`src/rtl/duty_cycle_pkg.sv`:
```
// Shared constants and types for the listen-mode duty cycler
package duty_cycle_pkg;

  // --------------------------------------------------------------
  // Register indices (byte address is four times the index)
  // --------------------------------------------------------------
  localparam logic [5:0] IDX_OP_MODE = 6'h01;
  localparam logic [5:0] IDX_OSC_CAL = 6'h0a;
  localparam logic [5:0] IDX_DUTY_CFG = 6'h0d;
  localparam logic [5:0] IDX_IDLE_LEN = 6'h0e;
  localparam logic [5:0] IDX_RX_LEN = 6'h0f;
  localparam logic [5:0] IDX_REVISION = 6'h10;
  localparam logic [5:0] IDX_IRQ_STATUS = 6'h20;
  localparam logic [5:0] IDX_IRQ_MASK = 6'h21;

  // --------------------------------------------------------------
  // Field positions
  // --------------------------------------------------------------
  localparam int OP_ENABLE_BIT = 6;
  localparam int OP_ABORT_BIT = 5;
  localparam int OP_MODE_LSB = 2;
  localparam int CAL_TRIGGER_BIT = 7;
  localparam int CAL_DONE_BIT = 6;
  localparam int EV_ACCEPT = 0;
  localparam int EV_MISS = 1;
  localparam int EV_HALT = 2;
  localparam int EV_CAL = 3;

  // --------------------------------------------------------------
  // Reset values
  // --------------------------------------------------------------
  localparam logic [7:0] DUTY_CFG_RESET = 8'h52;
  localparam logic [7:0] IDLE_LEN_RESET = 8'hf5;
  localparam logic [7:0] RX_LEN_RESET = 8'h20;
  localparam logic [2:0] MODE_RESET = 3'h1;
  localparam logic [5:0] OSC_LOW_BITS = 6'h01;
  // Arbitrary neutral revision code
  localparam logic [7:0] REVISION_CODE = 8'h13;

  // --------------------------------------------------------------
  // Operating modes and actions
  // --------------------------------------------------------------
  localparam logic [2:0] MODE_SLEEP = 3'h0;
  localparam logic [2:0] MODE_STANDBY = 3'h1;
  localparam logic [2:0] MODE_SYNTH = 3'h2;
  localparam logic [2:0] MODE_TX = 3'h3;
  localparam logic [2:0] MODE_RX = 3'h4;
  localparam logic [1:0] ACT_STAY_RX = 2'h0;
  localparam logic [1:0] ACT_GOTO_MODE = 2'h1;
  localparam logic [1:0] ACT_RESUME = 2'h2;

  // --------------------------------------------------------------
  // Timing
  // --------------------------------------------------------------
  localparam int CLK_PERIOD_NS = 10;
  localparam int TICK_64US_NS = 64000;
  localparam int TICK_4MS_NS = 4100000;
  localparam int TICK_262MS_NS = 262000000;
  localparam int TICK_64US_CYC = TICK_64US_NS / CLK_PERIOD_NS;
  localparam int TICK_4MS_CYC = TICK_4MS_NS / CLK_PERIOD_NS;
  localparam int TICK_262MS_CYC = TICK_262MS_NS / CLK_PERIOD_NS;
  localparam int CAL_TIME_NS = 10000;
  localparam logic [11:0] CAL_CYC = 12'(CAL_TIME_NS / CLK_PERIOD_NS);

  typedef struct packed {
    logic [1:0] idle_tick_select;
    logic [1:0] rx_tick_select;
    logic wake_accept_rule;
    logic [1:0] after_accept_action;
    logic unused;
  } duty_cfg_t;

  typedef enum logic [2:0] {
    ST_OFF = 3'h0,
    ST_IDLE = 3'h1,
    ST_RX = 3'h3,
    ST_WAIT = 3'h2,
    ST_HALT_RX = 3'h6,
    ST_HALT = 3'h7
  } seq_state_t;

endpackage : duty_cycle_pkg

```
`src/rtl/tick_divider.sv`:
```
// Resolution tick generator: 64 us, 4.1 ms and 262 ms enables
`timescale 1ns/1ps
module tick_divider #(
  parameter int unsigned DIV_64US = duty_cycle_pkg::TICK_64US_CYC,
  parameter int unsigned DIV_4MS = duty_cycle_pkg::TICK_4MS_CYC,
  parameter int unsigned DIV_262MS = duty_cycle_pkg::TICK_262MS_CYC
) (
  input wire logic clk_i,
  input wire logic rst_i,
  input wire logic restart_i,
  output logic [2:0] tick_o
);
  localparam logic [24:0] LIMIT [3] = '{
    25'(DIV_64US - 1), 25'(DIV_4MS - 1), 25'(DIV_262MS - 1)};

  // Restart aligns every tick to the start of a phase, so the first
  // tick of a phase is a whole resolution step long.
  for (genvar g = 0; g < 3; g++) begin : g_div
    logic [24:0] cnt;
    logic [24:0] next_cnt;
    logic tick;
    logic next_tick;

    always_comb begin
      next_cnt = cnt + 25'h1;
      next_tick = 1'b0;
      if (restart_i) begin
        next_cnt = 25'h0;
      end else if (cnt >= LIMIT[g]) begin
        next_cnt = 25'h0;
        next_tick = 1'b1;
      end
    end

    always_ff @(posedge clk_i) begin
      if (rst_i) begin
        cnt <= 25'h0;
        tick <= 1'b0;
      end else begin
        cnt <= next_cnt;
        tick <= next_tick;
      end
    end

    assign tick_o[g] = tick;
  end

endmodule : tick_divider

```
`src/rtl/listen_mode_duty_cycler.sv`:
```
// Listen-mode duty cycler with APB register file
//
// Function
// [RQ1] Idle tick from 2-bit select: 64 us, 4.1 ms, 262 ms; 00 reserved.
// [RQ2] Receive tick from its own 2-bit select, same encoding.
// [RQ3] Accept on signal level; with rule bit set also need sync match.
// [RQ4] Action 00: stay in receive, stop cycling; software clears enable.
// [RQ5] Action 01: wait payload or timeout, then programmed mode, stop.
// [RQ6] Action 10: wait payload or timeout, then resume idle phase.
// [RQ7] Action 10: receive buffer discarded at next receive wake-up.
// [RQ8] Idle phase lasts idle count times idle tick; resets to f5.
// [RQ9] Receive phase lasts receive count times receive tick; resets 20.
// [RQ10] Read-only revision: full revision high nibble, mask low nibble.
// [RQ11] Enable bit starts cycling, clearing stops; set only in standby. The code accepts the enable bit with any mode field.
// [RQ12] Abort with enable cleared terminates cycling; abort reads zero.
// [RQ13] 3-bit mode field: sleep, standby, synth, transmit, receive.
// [RQ14] Calibration trigger starts calibration; done reads 0 meanwhile.
// [RQ15] While enabled, alternate idle and receive, idle first.
// [RQ16] No acceptance by receive end: back to idle, count restarts.
//
// The APB register port was decided locally.
`timescale 1ns/1ps
module listen_mode_duty_cycler #(
  parameter int unsigned DIV_64US = duty_cycle_pkg::TICK_64US_CYC,
  parameter int unsigned DIV_4MS = duty_cycle_pkg::TICK_4MS_CYC,
  parameter int unsigned DIV_262MS = duty_cycle_pkg::TICK_262MS_CYC
) (
  input wire logic clk_i,
  input wire logic rst_i,
  input wire logic psel_i,
  input wire logic penable_i,
  input wire logic pwrite_i,
  input wire logic [7:0] paddr_i,
  input wire logic [31:0] pwdata_i,
  output logic [31:0] prdata_o,
  output logic pready_o,
  output logic pslverr_o,
  input wire logic signal_level_above_i,
  input wire logic sync_word_match_i,
  input wire logic payload_complete_flag_i,
  input wire logic rx_timeout_i,
  output logic [2:0] chip_mode_o,
  output logic rx_buffer_clear_o,
  output logic irq_o
);
  // --------------------------------------------------------------
  // Declarations
  // --------------------------------------------------------------
  duty_cycle_pkg::duty_cfg_t cfg, next_cfg;
  duty_cycle_pkg::seq_state_t state, next_state;
  logic [7:0] idle_len, next_idle_len, rx_len, next_rx_len;
  logic [2:0] mode_field, next_mode_field;
  logic enable, next_enable;
  logic cal_busy, next_cal_busy;
  logic [11:0] cal_cnt, next_cal_cnt;
  logic [3:0] status, next_status, mask, next_mask, events;
  logic [31:0] next_prdata;
  logic next_pready, next_pslverr, next_irq;
  logic [7:0] phase_cnt, next_phase_cnt;
  logic discard_pending, next_discard_pending;
  logic next_clear, restart, abort_req, accept, phase_end;
  logic [2:0] next_chip_mode, ticks;
  logic idle_tick, rx_tick, ev_accept, ev_miss, ev_halt, ev_cal;
  logic done, wr, rd;
  logic [5:0] idx;

  function automatic logic addr_ok(input logic [7:0] a);
    logic [5:0] i;
    i = a[7:2];
    return (a[1:0] == 2'h0) && (i == duty_cycle_pkg::IDX_OP_MODE ||
      i == duty_cycle_pkg::IDX_OSC_CAL || i == duty_cycle_pkg::IDX_DUTY_CFG ||
      i == duty_cycle_pkg::IDX_IDLE_LEN || i == duty_cycle_pkg::IDX_RX_LEN ||
      i == duty_cycle_pkg::IDX_REVISION ||
      i == duty_cycle_pkg::IDX_IRQ_STATUS ||
      i == duty_cycle_pkg::IDX_IRQ_MASK);
  endfunction : addr_ok

  // Maps a 2-bit resolution select onto the tick vector; 00 never ticks
  function automatic logic pick_tick(input logic [1:0] s,
                                     input logic [2:0] t);
    return (s == 2'h0) ? 1'b0 : t[s - 2'h1];
  endfunction : pick_tick

  // --------------------------------------------------------------
  // Resolution ticks
  // --------------------------------------------------------------
  tick_divider #(
    .DIV_64US(DIV_64US),
    .DIV_4MS(DIV_4MS),
    .DIV_262MS(DIV_262MS)
  ) u_ticks (
    .clk_i(clk_i),
    .rst_i(rst_i),
    .restart_i(restart),
    .tick_o(ticks)
  );

  // [RQ1] idle tick select
  assign idle_tick = pick_tick(cfg.idle_tick_select, ticks);
  // [RQ2] receive tick select
  assign rx_tick = pick_tick(cfg.rx_tick_select, ticks);

  // --------------------------------------------------------------
  // APB register file
  // --------------------------------------------------------------
  // One wait state: pready rises in the second access cycle so that
  // read data also leaves a flip-flop.
  assign done = psel_i && penable_i && pready_o;
  assign wr = done && pwrite_i && addr_ok(paddr_i);
  assign rd = done && !pwrite_i && addr_ok(paddr_i);
  assign idx = paddr_i[7:2];
  // [RQ12] abort only together with enable cleared
  assign abort_req = wr && idx == duty_cycle_pkg::IDX_OP_MODE &&
    !pwdata_i[duty_cycle_pkg::OP_ENABLE_BIT] &&
    pwdata_i[duty_cycle_pkg::OP_ABORT_BIT];
  assign events = {ev_cal, ev_halt, ev_miss, ev_accept};

  always_comb begin
    next_cfg = cfg;
    next_idle_len = idle_len;
    next_rx_len = rx_len;
    next_mode_field = mode_field;
    next_enable = enable;
    next_mask = mask;
    next_cal_busy = cal_busy;
    next_cal_cnt = cal_cnt;
    next_pready = psel_i && penable_i && !pready_o;
    next_pslverr = psel_i && penable_i && !pready_o && !addr_ok(paddr_i);
    next_prdata = 32'h0;
    ev_cal = 1'b0;
    if (cal_busy) begin
      next_cal_cnt = cal_cnt - 12'h1;
      if (cal_cnt == 12'h1) begin
        next_cal_busy = 1'b0;
        ev_cal = 1'b1;
      end
    end
    if (wr) begin
      case (idx)
        duty_cycle_pkg::IDX_OP_MODE: begin
          // [RQ11] enable bit
          next_enable = pwdata_i[duty_cycle_pkg::OP_ENABLE_BIT];
          // [RQ13] mode field
          next_mode_field = pwdata_i[duty_cycle_pkg::OP_MODE_LSB +: 3];
        end
        duty_cycle_pkg::IDX_OSC_CAL: begin
          // [RQ14] calibration trigger
          if (pwdata_i[duty_cycle_pkg::CAL_TRIGGER_BIT] && !cal_busy) begin
            next_cal_busy = 1'b1;
            next_cal_cnt = duty_cycle_pkg::CAL_CYC;
          end
        end
        duty_cycle_pkg::IDX_DUTY_CFG: begin
          next_cfg = pwdata_i[7:0];
          next_cfg.unused = 1'b0;
        end
        duty_cycle_pkg::IDX_IDLE_LEN: next_idle_len = pwdata_i[7:0];
        duty_cycle_pkg::IDX_RX_LEN: next_rx_len = pwdata_i[7:0];
        duty_cycle_pkg::IDX_IRQ_MASK: next_mask = pwdata_i[3:0];
        default: ;
      endcase
    end
    if (next_pready && !pwrite_i) begin
      case (idx)
        duty_cycle_pkg::IDX_OP_MODE:
          // [RQ12] abort reads zero
          next_prdata[7:0] = {1'b0, enable, 1'b0, chip_mode_o, 2'h0};
        duty_cycle_pkg::IDX_OSC_CAL:
          next_prdata[7:0] = {1'b0, !cal_busy, duty_cycle_pkg::OSC_LOW_BITS};
        duty_cycle_pkg::IDX_DUTY_CFG: next_prdata[7:0] = cfg;
        duty_cycle_pkg::IDX_IDLE_LEN: next_prdata[7:0] = idle_len;
        duty_cycle_pkg::IDX_RX_LEN: next_prdata[7:0] = rx_len;
        // [RQ10] revision code
        duty_cycle_pkg::IDX_REVISION:
          next_prdata[7:0] = duty_cycle_pkg::REVISION_CODE;
        duty_cycle_pkg::IDX_IRQ_STATUS: next_prdata[3:0] = status;
        duty_cycle_pkg::IDX_IRQ_MASK: next_prdata[3:0] = mask;
        default: ;
      endcase
    end
    // Read clears status; a new event in that same cycle survives
    next_status = status;
    if (rd && idx == duty_cycle_pkg::IDX_IRQ_STATUS) begin
      next_status = 4'h0;
    end
    next_status = next_status | events;
    next_irq = |(next_status & next_mask);
  end

  always_ff @(posedge clk_i) begin
    if (rst_i) begin
      cfg <= duty_cycle_pkg::DUTY_CFG_RESET;
      // [RQ8] idle length reset
      idle_len <= duty_cycle_pkg::IDLE_LEN_RESET;
      // [RQ9] receive length reset
      rx_len <= duty_cycle_pkg::RX_LEN_RESET;
      mode_field <= duty_cycle_pkg::MODE_RESET;
      enable <= 1'b0;
      mask <= 4'h0;
      status <= 4'h0;
      cal_busy <= 1'b0;
      cal_cnt <= 12'h0;
      prdata_o <= 32'h0;
      pready_o <= 1'b0;
      pslverr_o <= 1'b0;
      irq_o <= 1'b0;
    end else begin
      cfg <= next_cfg;
      idle_len <= next_idle_len;
      rx_len <= next_rx_len;
      mode_field <= next_mode_field;
      enable <= next_enable;
      mask <= next_mask;
      status <= next_status;
      cal_busy <= next_cal_busy;
      cal_cnt <= next_cal_cnt;
      prdata_o <= next_prdata;
      pready_o <= next_pready;
      pslverr_o <= next_pslverr;
      irq_o <= next_irq;
    end
  end

  // --------------------------------------------------------------
  // Sequencer
  // --------------------------------------------------------------
  // [RQ3] acceptance criterion
  assign accept = signal_level_above_i &&
    (!cfg.wake_accept_rule || sync_word_match_i);
  // A zero coefficient ends the phase at its first tick
  assign phase_end = ({1'b0, phase_cnt} + 9'h1) >=
    {1'b0, (state == duty_cycle_pkg::ST_IDLE) ? idle_len : rx_len};

  always_comb begin
    next_state = state;
    next_phase_cnt = phase_cnt;
    next_discard_pending = discard_pending;
    next_clear = 1'b0;
    restart = 1'b0;
    ev_accept = 1'b0;
    ev_miss = 1'b0;
    ev_halt = 1'b0;
    case (state)
      duty_cycle_pkg::ST_OFF: begin
        // [RQ15] idle phase first
        if (enable) begin
          next_state = duty_cycle_pkg::ST_IDLE;
          next_phase_cnt = 8'h0;
          restart = 1'b1;
        end
      end
      duty_cycle_pkg::ST_IDLE: begin
        if (!enable) begin
          // [RQ11] stop on enable cleared
          next_state = duty_cycle_pkg::ST_OFF;
        end else if (idle_tick) begin
          next_phase_cnt = phase_cnt + 8'h1;
          // [RQ8] idle length reached
          if (phase_end) begin
            next_state = duty_cycle_pkg::ST_RX;
            next_phase_cnt = 8'h0;
            restart = 1'b1;
            // [RQ7] discard at receive wake-up
            next_clear = discard_pending;
            next_discard_pending = 1'b0;
          end
        end
      end
      duty_cycle_pkg::ST_RX: begin
        if (accept) begin
          ev_accept = 1'b1;
          // [RQ4] stay in receive; reserved 11 behaves the same
          if (cfg.after_accept_action == duty_cycle_pkg::ACT_STAY_RX ||
              cfg.after_accept_action == 2'h3) begin
            next_state = duty_cycle_pkg::ST_HALT_RX;
            ev_halt = 1'b1;
          end else begin
            next_state = duty_cycle_pkg::ST_WAIT;
          end
        end else if (rx_tick) begin
          next_phase_cnt = phase_cnt + 8'h1;
          // [RQ9] [RQ16] receive length reached without acceptance
          if (phase_end) begin
            ev_miss = 1'b1;
            next_state = enable ? duty_cycle_pkg::ST_IDLE :
              duty_cycle_pkg::ST_OFF;
            next_phase_cnt = 8'h0;
            restart = 1'b1;
          end
        end
      end
      duty_cycle_pkg::ST_WAIT: begin
        if (payload_complete_flag_i || rx_timeout_i) begin
          if (cfg.after_accept_action == duty_cycle_pkg::ACT_RESUME) begin
            // [RQ6] resume idle phase
            next_state = enable ? duty_cycle_pkg::ST_IDLE :
              duty_cycle_pkg::ST_OFF;
            next_phase_cnt = 8'h0;
            restart = 1'b1;
            next_discard_pending = 1'b1;
          end else begin
            // [RQ5] go to programmed mode
            next_state = duty_cycle_pkg::ST_HALT;
            ev_halt = 1'b1;
          end
        end
      end
      duty_cycle_pkg::ST_HALT_RX, duty_cycle_pkg::ST_HALT: begin
        if (!enable) begin
          next_state = duty_cycle_pkg::ST_OFF;
        end
      end
      default: next_state = duty_cycle_pkg::ST_OFF;
    endcase
    // [RQ12] abort terminates at once
    if (abort_req) begin
      next_state = duty_cycle_pkg::ST_OFF;
      next_clear = 1'b0;
    end
    // [RQ13] current chip mode
    case (next_state)
      duty_cycle_pkg::ST_IDLE: next_chip_mode = duty_cycle_pkg::MODE_SLEEP;
      duty_cycle_pkg::ST_RX, duty_cycle_pkg::ST_WAIT,
      duty_cycle_pkg::ST_HALT_RX: next_chip_mode = duty_cycle_pkg::MODE_RX;
      default: next_chip_mode = next_mode_field;
    endcase
  end

  always_ff @(posedge clk_i) begin
    if (rst_i) begin
      state <= duty_cycle_pkg::ST_OFF;
      phase_cnt <= 8'h0;
      discard_pending <= 1'b0;
      rx_buffer_clear_o <= 1'b0;
      chip_mode_o <= duty_cycle_pkg::MODE_RESET;
    end else begin
      state <= next_state;
      phase_cnt <= next_phase_cnt;
      discard_pending <= next_discard_pending;
      rx_buffer_clear_o <= next_clear;
      chip_mode_o <= next_chip_mode;
    end
  end
endmodule : listen_mode_duty_cycler

```
`config.mk`:
```
export PLATFORM = sky130hd
export DESIGN_NAME = listen_mode_duty_cycler
export DESIGN_NICKNAME = d
export VERILOG_FILES = /design/src/rtl/duty_cycle_pkg.sv /design/src/rtl/tick_divider.sv /design/src/rtl/listen_mode_duty_cycler.sv
export SDC_FILE = /design/constraint.sdc
export NUM_CORES = 1
export LEC_CHECK = 0
export ABC_AREA = 1
export BUFFER_PORTS_ARGS = -buffer_cell sky130_fd_sc_hd__buf_2
export CAP_MARGIN = 20
export CORE_AREA = 2 2 128 130
export CTS_BUF_LIST = sky130_fd_sc_hd__clkbuf_8
export DETAILED_ROUTE_END_ITERATION = 10
export DIE_AREA = 0 0 130 132
export PLACE_DENSITY = 0.73
export SETUP_SLACK_MARGIN = 0.15
export SLEW_MARGIN = 20
export SYNTH_ARGS = -nofsm -noshare
export SYNTH_HDL_FRONTEND = slang
export SYNTH_SLANG_ARGS = --single-unit
```
`constraint.sdc`:
```
create_clock -name clk_i -period 6.2 [get_ports clk_i]
set_input_delay 1.24 -clock clk_i [delete_from_list [all_inputs] [get_ports clk_i]]
set_output_delay 1.24 -clock clk_i [all_outputs]
set_load 0.01 [all_outputs]
```
==> results of run 1 <==
[kinds of logic (layout without fill, tap and decap cells)]
logic type	count (synthesis)	count (layout)
AND/OR/NAND/NOR	440	440
buffers and inverters	154	187
flip-flops	153	153
AO/OA/AOI/OAI	136	136
XOR/XNOR	53	53
adder cells (fa/ha/maj)	17	17
other	1	44
multiplexers	1	1
[layer usage]
metal | vias to the layer above | part of all wire, % | GRT usage [%]
met5 | - | 0 | 0
met4 | 0 | 2.6 | 7.65
met3 | 28 | 5.2 | 4.79
met2 | 126 | 45 | 28.5
met1 | 2683 | 47 | 22.7
li1 | 3154 | - | -
[final cells by class]
| cell class | count | area (um2) |
|---|---|---|
| Antenna cell | 2 | 5.00 |
| Clock buffer | 17 | 234 |
| Clock inverter | 15 | 144 |
| Fill cell | 1563 | 7670 |
| Inverter | 115 | 432 |
| Multi-Input combinational cell | 689 | 3690 |
| Sequential cell | 153 | 3060 |
| Tap cell | 216 | 270 |
| Timing Repair Buffer | 40 | 203 |
[power by group through the flow]
| stage | registers, mW | clock network [mW] | logic [mW] |
|---|---|---|---|
| 2_1_floorplan | 1.02 | 0 | 0.0466 |
| 3_3_place_gp | 1.02 | 0 | 0.0549 |
| 3_5_place_dp | 1.02 | 0 | 0.0552 |
| 4_1_cts | 0.995 | 0.737 | 0.0555 |
| 5_1_grt | 0.996 | 0.779 | 0.0631 |
| 6_report | 0.995 | 0.716 | 0.0562 |
[worst paths after layout]
path                                               from                       end  depth (start not counted)
worst max-delay path                           state[2]  u_ticks.g_div[2].cnt[23]                         19
worst min-delay path            u_ticks.g_div[0].cnt[0]   u_ticks.g_div[0].cnt[0]                          1
worst max register to register                 state[2]  u_ticks.g_div[2].cnt[23]                         19
worst min register to register  u_ticks.g_div[0].cnt[0]   u_ticks.g_div[0].cnt[0]                          1
[stage by stage]
stage	power (mW)	setup slack, ns	instances	hold slack (ns)
finish	1.77	2.41	1247	0.458
detailed placement	1.07	2.34	1213	0.449
global placement	1.07	2.35	1213	0.431
floorplan	1.06	3.67	996	0.418
global route	1.84	2.03	1245	0.500
CTS	1.79	2.35	1245	0.464
[flip-flops by register name (all words and copies together) (netlist names), 4 cells and up]
signal,count
cal_cnt,12
cfg,7
idle_len,8
mask,4
phase_cnt,8
prdata_o,8
rx_len,8
status,4
u_ticks.g_div.cnt,75
[placed cells by master (no fill, tap or decap), types with 4 or more instances in the layout]
cell          n
clkinvlp_4    5
nand4_1      12
nand2_2       7
conb_1       42
clkinv_4      4
xnor2_1      19
nor3_1       13
inv_1       113
clkbuf_8     17
nand2_1     169
nor4_1        6
ha_1         17
a21oi_1      50
nor2_4        7
nand3_2       4
nand3_1      55
buf_2        39
o21ai_2       7
nor3_2        4
o21ai_0      41
nor2_1      136
dfxtp_1     153
a31oi_1      13
or2_2         8
xor2_1       34
o211ai_1      4
nor2_2        8
==> flow_summary.json, run 1 <==
{
  "status": "finished clean",
  "hold_viol_final": 0,
  "cp_max_fo": 25,
  "path_cells": "nor2_1 > inv_1 > nor2_1 > inv_1 > o21ai_0 > ha_1 > nand2_1 > nand2_1 > nand2_1 > nand3_1 > nand2_1 > nand2_1 > nand2_1 > nand2_2 > nand2_1 > o21ai_2 > nor2_4 > nand3_2 > a21oi_1",
  "std_cell_rows": 46,
  "die_w_um": 130,
  "critical_path_class": "reg -> reg",
  "final_area_mm2": 0.00804,
  "final_util_pct": 51.2,
  "crit_path_end_kind": "flop",
  "start_kind": "flop",
  "clockBufferDepth": 2,
  "tightest_slew_ns": 0.718,
  "synth_compound_area_share_pct": 10.9,
  "post_cts_buffers": 0,
  "yosysUniqueCellTypes": 53,
  "synth-simple-area-share_pct": 28.1,
  "cp.arrival_ns": 4.17,
  "hp-class": "reg -> reg",
  "grt_pass1_wl_mm": 24.9,
  "start_util_pct": 46.4,
  "grt_max_degree": 35,
  "p_switching_mw": 0.438,
  "swShare_pct": 24.8,
  "place_congestion": 0.871,
  "synthTopCellsByArea": "dfxtp_1, nand2_1, nor2_1",
  "slew_headroom_pct": 51.7,
  "drive_gt1_share_pct": 12.7,
  "dp_hpwl_mm": 10.9,
  "insertion_delay_ns": 0.46,
  "num_io_pins": 88,
  "synthTopCellsByCount": "nand2_1, dfxtp_1, nor2_1",
  "yosys_warnings": 0,
  "synth_edf_count": 0,
  "cp_slowest_cell": "nor2_1",
  "syn_avg_cell_area_um2": 7.64,
  "route.detailed.wl_per_inst_um": 11.8,
  "grt_pass1_vias": 5564,
  "vias": 5991,
  "track_usage_pct": 17.9,
  "htree_num_levels": 4,
  "firstDrtPassIters": 5,
  "numCtsBuffers": 17,
  "async_flop_share_pct": 0,
  "timing.reg2reg.setup_slack_ns": 2.41,
  "synth_most_common_cell": "nand2_1",
  "tritoncts": "built",
  "synth_top_cell_by_area": "dfxtp_1",
  "clock-root-buffer": "clkbuf_8",
  "dieHeight_um": 132,
  "totalWireLength_mm": 14.7,
  "synth_seq_area_share_pct": 42.0,
  "crit_path_frequent_cell": "nand2_1",
  "fin_nets": 1082,
  "cts_hold_buf": 0,
  "post-route-min-period_ns": 3.79,
  "cp.required_ns": 6.58,
  "vias_per_cell": 4.80,
  "setup_viol": 0,
  "postCtsResizedCells": 0,
  "path_clk_slew_ns": 0.09,
  "synth_fa_ha_area_share_pct": 2.91,
  "critPathMaxStageDelay_ns": 0.55,
  "path_buf_inv": 2,
  "drc": 0,
  "drtAntennaViolNets": 0,
  "comb_power_share_pct": 3.2,
  "min_period_over_period_pct": 61.2,
  "cap_violations": 0,
  "port_buffers": 39,
  "drv_slew": 0,
  "clkPwrFrac_pct": 40.5,
  "synth_top_family_by_area": "simple AND/OR/NAND/NOR gates",
  "ys.flop_type": "dfxtp_1",
  "p_int_mw": 1.33,
  "p_seq_share_pct": 56.3,
  "cts_sinks": 153,
  "synth_xor_area_share_pct": 6.36,
  "dr.first_iter.drc_count": 371,
  "timing.fmax_ghz": 0.264,
  "irDropWorstVdd_v": 0.000137,
  "path_delay_family": "simple AND/OR/NAND/NOR gates",
  "synth_area_mm2": 0.00730,
  "post_dp_cell_area_mm2": 0.00766,
  "die_area_mm2": 0.0172,
  "syn_to_final_growth_pct": 10.2,
  "yosys-mux-area-fraction_pct": 0.137,
  "powerDensity_mw_per_mm2": 220,
  "synth_top_area_share_pct": 42.0,
  "leakage_nw": 3.29,
  "antenna_found_initial": 2,
  "fin_skew_ns": 0.0123,
  "synth-seq-cells": 153,
  "syn_inst": 955,
  "core-area_mm2": 0.0157,
  "overflow": 0,
  "rsz0062_at_grt": "no",
  "fin_tns_setup_ns": 0
}
Note: power is estimated with default switching activity, not from simulation.
==> inputs of run 2 (changes only) <==
==> constraint.sdc (replaced) <==
create_clock -name clk_i -period 3.61 [get_ports clk_i]
set_input_delay 0.722 -clock clk_i [delete_from_list [all_inputs] [get_ports clk_i]]
set_output_delay 0.722 -clock clk_i [all_outputs]
set_load 0.01 [all_outputs]
==> run 2 against run 1 <==
Compared with the run above: clock power rose by 61%; clock skew decreased by 0.0015 ns; utilization down 0.10 points; flip-flop and latch count is the same; combinational power increased by 73%; worst hold slack worse by 0.0072 ns; fmax is 24% higher; largest cell class unchanged.
==> flow_summary.json, run 2 (synthesis results as in run 1) <==
{
  "status": "finished clean",
  "die_w_um": 130,
  "grt_max_degree": 35,
  "track_usage_pct": 18.2,
  "fin_nets": 1083,
  "cp.arrival_ns": 3.41,
  "drtAntennaViolNets": 0,
  "tritoncts": "built",
  "seq_area_mm2": 0.00306,
  "std_cell_rows": 46,
  "grt_use_met2_pct": 29.3,
  "path_buf_inv": 2,
  "slew_headroom_pct": 50.8,
  "setup_viol": 0,
  "p_seq_share_pct": 57.7,
  "drc": 0,
  "critical_path_class": "reg -> reg",
  "tightest_slew_ns": 0.737,
  "hold_viol_final": 0,
  "path_clk_slew_ns": 0.08,
  "drv_slew": 0,
  "cts_sinks": 153,
  "grt_pass1_vias": 5600,
  "hp-class": "reg -> reg",
  "final_area_mm2": 0.00802,
  "critPathMaxStageDelay_ns": 0.36,
  "mostFrequentLayoutCells": "nand2_1, dfxtp_1, nor2_1",
  "top_usage_layer": "met2",
  "dr.first_iter.drc_count": 397,
  "overflow": 0,
  "crit_path_frequent_cell": "nand2_1",
  "post_dp_cell_area_mm2": 0.00766,
  "drive_gt1_share_pct": 12.6,
  "cap_violations": 0,
  "place_congestion": 0.857,
  "comb_power_share_pct": 3.3,
  "syn_to_final_growth_pct": 9.94,
  "p_int_mw": 2.26,
  "path_cells": "nor2_1 > inv_1 > nor2_1 > inv_1 > o21ai_0 > ha_1 > nand2_1 > nand2_1 > nand2_1 > nand3_1 > nand2_1 > nand2_1 > nand2_1 > nand2_2 > nand2_1 > o21ai_2 > nor2_4 > nand3_2 > nor2_1",
  "irDropWorstVdd_v": 0.000226,
  "min_period_over_period_pct": 84.5,
  "port_buffers": 39,
  "timing.reg2reg.setup_slack_ns": 0.56,
  "rsz0062_at_grt": "no",
  "fin_tns_setup_ns": 0,
  "powerDensity_mw_per_mm2": 369,
  "start_util_pct": 46.4,
  "cp_slowest_cell": "dfxtp_1",
  "cp_max_fo": 19,
  "core-area_mm2": 0.0157,
  "htree_num_levels": 4,
  "multi_input_area_mm2": 0.00370,
  "leakage_nw": 3.30,
  "reg2reg_from": "state[2]",
  "fin_skew_ns": 0.0108,
  "firstDrtPassIters": 5,
  "clockBufferDepth": 2,
  "timing.fmax_ghz": 0.328,
  "reg_top3": "u_ticks.g_div.cnt: 75 flops, cal_cnt: 12 flops",
  "cts_hold_buf": 0,
  "largest_reg_flops": 75,
  "nFillCells": 1537,
  "start_kind": "flop",
  "route.detailed.wl_per_inst_um": 11.7,
  "final_common_cell": "nand2_1",
  "setup.worst_path.start": "state[2]",
  "post-route-min-period_ns": 3.05,
  "clock-root-buffer": "clkbuf_8",
  "use_met3_pct": 5.28,
  "insertion_delay_ns": 0.44,
  "p_switching_mw": 0.700,
  "die_area_mm2": 0.0172,
  "numCtsBuffers": 17,
  "grt_pass1_wl_mm": 25.1,
  "swShare_pct": 23.6,
  "cp.required_ns": 3.97,
  "min-delay-start": "u_ticks.g_div[0].cnt[0]",
  "vias": 5971,
  "path_delay_family": "simple AND/OR/NAND/NOR gates",
  "clkPwrFrac_pct": 39.0,
  "dp_hpwl_mm": 10.9,
  "met1_usage_pct": 23.0,
  "vias_per_cell": 4.78,
  "dieHeight_um": 132,
  "regMostFlops": "u_ticks.g_div.cnt",
  "totalWireLength_mm": 14.6,
  "num_io_pins": 88,
  "antenna_found_initial": 1,
  "crit_path_end_kind": "flop"
}
## run 2: cell types whose count changed in the layout (fill, tap and decap cells not counted)
cell and change:
buf_4 +1, clkinv_2 +6, nand3_4 +1, inv_1 +2, nand3_2 -1, clkinvlp_4 -3, inv_8 -1, clkinv_4 -2
inv_6 -2
## run 2: layer usage
metal | vias up | routed length (um)
met5 | - | 0
met4 | 0 | 285
met3 | 20 | 700
met2 | 127 | 6720
met1 | 2677 | 6900
li1 | 3147 | -
## run 2: timing repair
action	CTS	global route
setup endpoints to repair	0	2
resized for setup	0	1
buffers inserted	0	0
## run 2: cell type report
type / count / area share (%)
Sequential cell: 153 / 38.2
Multi-Input combinational cell: 689 / 46.1
Timing Repair Buffer: 41 / 2.62
Tap cell: 216 / 3.37
Inverter: 115 / 5.38
Clock buffer: 17 / 2.92
Antenna cell: 2 / 0.0624
Clock inverter: 15 / 1.40
## run 2: worst paths after layout
| check | end | cells past startpoint |
|---|---|---|
| max | u_ticks.g_div[1].cnt[9] | 19 |
| min | u_ticks.g_div[0].cnt[0] | 1 |
| max reg2reg | u_ticks.g_div[1].cnt[9] | 19 |
| min reg2reg | u_ticks.g_div[0].cnt[0] | 1 |
## run 2: power by group through the flow
stage / Clock, mW / Sequential [mW] / Combinational, mW
finish: 1.15 / 1.71 / 0.0972
CTS: 1.19 / 1.71 / 0.0961
global placement: 0 / 1.75 / 0.0950
floorplan: 0 / 1.75 / 0.0800
global route: 1.27 / 1.71 / 0.111
detailed placement: 0 / 1.75 / 0.0958
## run 2: stage by stage
step	total power, mW	hold WS (ns)	setup slack, ns	utilization (%)	instances
global route	3.09	0.474	0.206	51.0	1246
CTS	2.99	0.455	0.441	51.0	1246
global placement	1.84	0.430	0.489	48.8	1214
detailed placement	1.84	0.443	0.449	48.8	1214
floorplan	1.83	0.418	1.18	-	996
finish	2.96	0.451	0.560	51.1	1248
==> inputs of run 3 (changes only) <==
--- a/config.mk
+++ b/config.mk
@@ -5,13 +5,13 @@
 export SDC_FILE = /design/constraint.sdc
 export NUM_CORES = 1
 export LEC_CHECK = 0
-export ABC_AREA = 1
+export ABC_AREA = 0
 export BUFFER_PORTS_ARGS = -buffer_cell sky130_fd_sc_hd__buf_2
 export CAP_MARGIN = 20
-export CORE_AREA = 2 2 128 130
+export CORE_AREA = 2 2 126 128
 export CTS_BUF_LIST = sky130_fd_sc_hd__clkbuf_8
 export DETAILED_ROUTE_END_ITERATION = 10
-export DIE_AREA = 0 0 130 132
+export DIE_AREA = 0 0 128 130
 export PLACE_DENSITY = 0.73
 export SETUP_SLACK_MARGIN = 0.15
 export SLEW_MARGIN = 20
==> constraint.sdc (replaced) <==
create_clock -name clk_i -period 3.2 [get_ports clk_i]
set_input_delay 0.64 -clock clk_i [delete_from_list [all_inputs] [get_ports clk_i]]
set_output_delay 0.64 -clock clk_i [all_outputs]
set_load 0.01 [all_outputs]
==> run 3 against run 2 <==
Compared with the run above: clock-buffer cell count stayed put; die area down 3.0%; flip-flop and latch count unchanged; largest power group unchanged; utilization is 2.2 points higher; cell count is 13% lower.
==> flow_summary.json, run 3 <==
{
  "cts_hold_buf": 0,
  "slew_headroom_pct": 45.4,
  "firstDrtPassIters": 5,
  "routed.top_layer": "met5",
  "clock-root-buffer": "clkbuf_8",
  "powerDensity_mw_per_mm2": 445,
  "synthTopCellsByCount": "dfxtp_1, nor2_1, nand2_1",
  "critPathMaxStageDelay_ns": 0.32,
  "cp.arrival_ns": 3.26,
  "numCtsBuffers": 17,
  "synth_top_area_share_pct": 43.2,
  "setup_viol": 0,
  "start_kind": "flop",
  "tritoncts": "built",
  "port_buffers": 39,
  "status": "finished clean",
  "syn_to_final_growth_pct": 15.9,
  "hp-class": "in -> reg",
  "clockBufferDepth": 2,
  "synth_edf_count": 0,
  "regMostFlops": "u_ticks.g_div.cnt",
  "syn_inst": 786,
  "irDropWorstVdd_v": 0.000296,
  "async_flop_share_pct": 0,
  "drc": 0,
  "cp.required_ns": 3.57,
  "post-route-min-period_ns": 2.89,
  "leakage_nw": 3.33,
  "yosys_warnings": 0,
  "antenna_found_initial": 1,
  "synth_seq_area_share_pct": 43.2,
  "timing.fmax_ghz": 0.346,
  "insertion_delay_ns": 0.46,
  "synth_area_mm2": 0.00708,
  "cts_sinks": 153,
  "synth_top_cell_by_area": "dfxtp_1",
  "mostFrequentLayoutCells": "dfxtp_1, nor2_1, nand2_1",
  "std_cell_rows": 46,
  "rsz0062_at_grt": "no",
  "crit_path_frequent_cell": "buf_4",
  "start_util_pct": 45.9,
  "met3_length_um": 670,
  "drv_slew": 0,
  "drive_gt1_share_pct": 17.1,
  "totalWireLength_mm": 14.6,
  "ys.flop_type": "dfxtp_1",
  "fin_cells": 1080,
  "fin_skew_ns": 0.00853,
  "cp_max_fo": 5,
  "core-area_mm2": 0.0154,
  "diodes": 0,
  "vias_per_cell": 5.11,
  "fin_tns_setup_ns": 0,
  "reg_top3": "u_ticks.g_div.cnt: 75 flops, cal_cnt: 12 flops",
  "path_cells": "nand2b_1 > nor2_2 > buf_6 > buf_4 > mux2_4 > ha_1 > nor2b_1 > o21ai_1 > nand4_1 > a311oi_2 > buf_4 > o21ai_0 > a221oi_2",
  "cap_violations": 0,
  "grt_max_degree": 29,
  "die_area_mm2": 0.0166,
  "place_congestion": 0.865,
  "drt-met1-wl_mm": 6.94,
  "syn_avg_cell_area_um2": 9.01,
  "drtAntennaViolNets": 0,
  "dieHeight_um": 130,
  "yosysUniqueCellTypes": 71,
  "synth_most_common_cell": "dfxtp_1",
  "nFillCells": 1424,
  "vias": 5517,
  "num_io_pins": 88,
  "tightest_slew_ns": 0.818,
  "fin_nets": 941,
  "synthTopCellsByArea": "dfxtp_1, nor2_1, mux2i_1",
  "wl_met2_mm": 6.79,
  "grt_pass1_vias": 4968,
  "min_period_over_period_pct": 90.2,
  "synth-seq-cells": 153,
  "crit_path_end_kind": "flop",
  "overflow": 0,
  "htree_num_levels": 4,
  "grt_pass1_wl_mm": 23.6,
  "path_clk_slew_ns": 0.09,
  "dp.cells": 1042,
  "dr.first_iter.drc_count": 289,
  "largest_reg_flops": 75,
  "dp_hpwl_mm": 10.3,
  "route.detailed.wl_per_inst_um": 13.5,
  "hold_viol_final": 0,
  "critical_path_class": "reg -> reg",
  "cp_slowest_cell": "dfxtp_1",
  "final_common_cell": "dfxtp_1",
  "die_w_um": 128,
  "track_usage_pct": 17.9
}
[run 3: cell types whose count changed in the layout (fill, tap and decap cells not counted), sizes merged, moves of 8 or more]
cell   delta
inv      -94
o21ai    -32
mux2i    +40
and3     +13
nor2     -22
nand2   -128
a21oi    -19
nand3    -18
nor3      +8
xnor2    +13
mux2      +9
buf      +29
[run 3: final timing paths]
check | start | slack (ns) | end | depth (start not counted)
max reg2reg | state[2] | 0.31 | chip_mode_o[2] | 13
max | state[2] | 0.31 | chip_mode_o[2] | 13
min reg2reg | u_ticks.g_div[0].cnt[0] | 0.45 | u_ticks.g_div[0].cnt[0] | 1
min | pwdata_i[0] | 0.44 | idle_len[0] | 3
[run 3: cell type report]
class	count	area (um2)	area share [%]
Sequential cell	153	3070	37.3
Timing Repair Buffer	72	494	6.02
Clock buffer	17	234	2.85
Clock inverter	15	201	2.45
Multi-Input combinational cell	608	3890	47.4
Tap cell	192	240	2.92
Inverter	23	86.3	1.05
[run 3: repair_timing]
item | in CTS | in global routing
endpoints found under the setup margin | 35 | 70
setup buffers | 0 | 4
gates resized for setup | 3 | 22
cloned | 0 | 2
pin swaps | 0 | 7
[run 3: report_power, final]
part           total [mW]  internal (mW)  switching [mW]
sequential           1.93           1.92         0.00750
clock                1.60          0.850           0.751
combinational       0.128         0.0429          0.0847
total                3.66           2.81           0.844
[run 3: worst max-delay path, delay by kind of cell (launching register included)]
family | cells | cell delay (ns)
AOI/OAI and AO/OA | 4 | 0.83
adders and majority gates | 1 | 0.28
buffers and inverters | 3 | 0.47
DFF | 1 | 0.32
muxes | 1 | 0.32
and+or+nand+nor | 4 | 0.59
[run 3: cells by family (layout without fill, tap and decap cells)]
family | Yosys count | after routing | synth area share [%]
compound gates | 105 | 105 | 10.4
xor+xnor | 66 | 66 | 8.16
fa+ha+maj | 17 | 17 | 3.00
buf+inv | 66 | 127 | 5.19
flops | 153 | 153 | 43.2
mux | 50 | 50 | 7.22
other cells | 1 | 42 | 0.0529
simple gates | 328 | 328 | 22.7
[run 3: metrics by stage]
stage,hold WS [ns],worst slack [ns],util (%),instance area [um2],power [mW]
final,0.437,0.314,53.3,8210,3.66
after global routing,0.415,0.140,53.3,8210,3.80
after CTS,0.421,0.184,52.3,8060,3.68
after detailed placement,0.438,0.0580,49.4,7620,2.09
after global placement,0.426,0.101,49.4,7620,2.09
after floorplan,0.413,0.165,-,7250,2.07
[run 3: metal layers]
metal,GRT usage (%),vias up
met4,6.01,2
met1,23.1,2540
met3,5.41,16
li1,-,2865
met2,28.7,94
met5,0,-
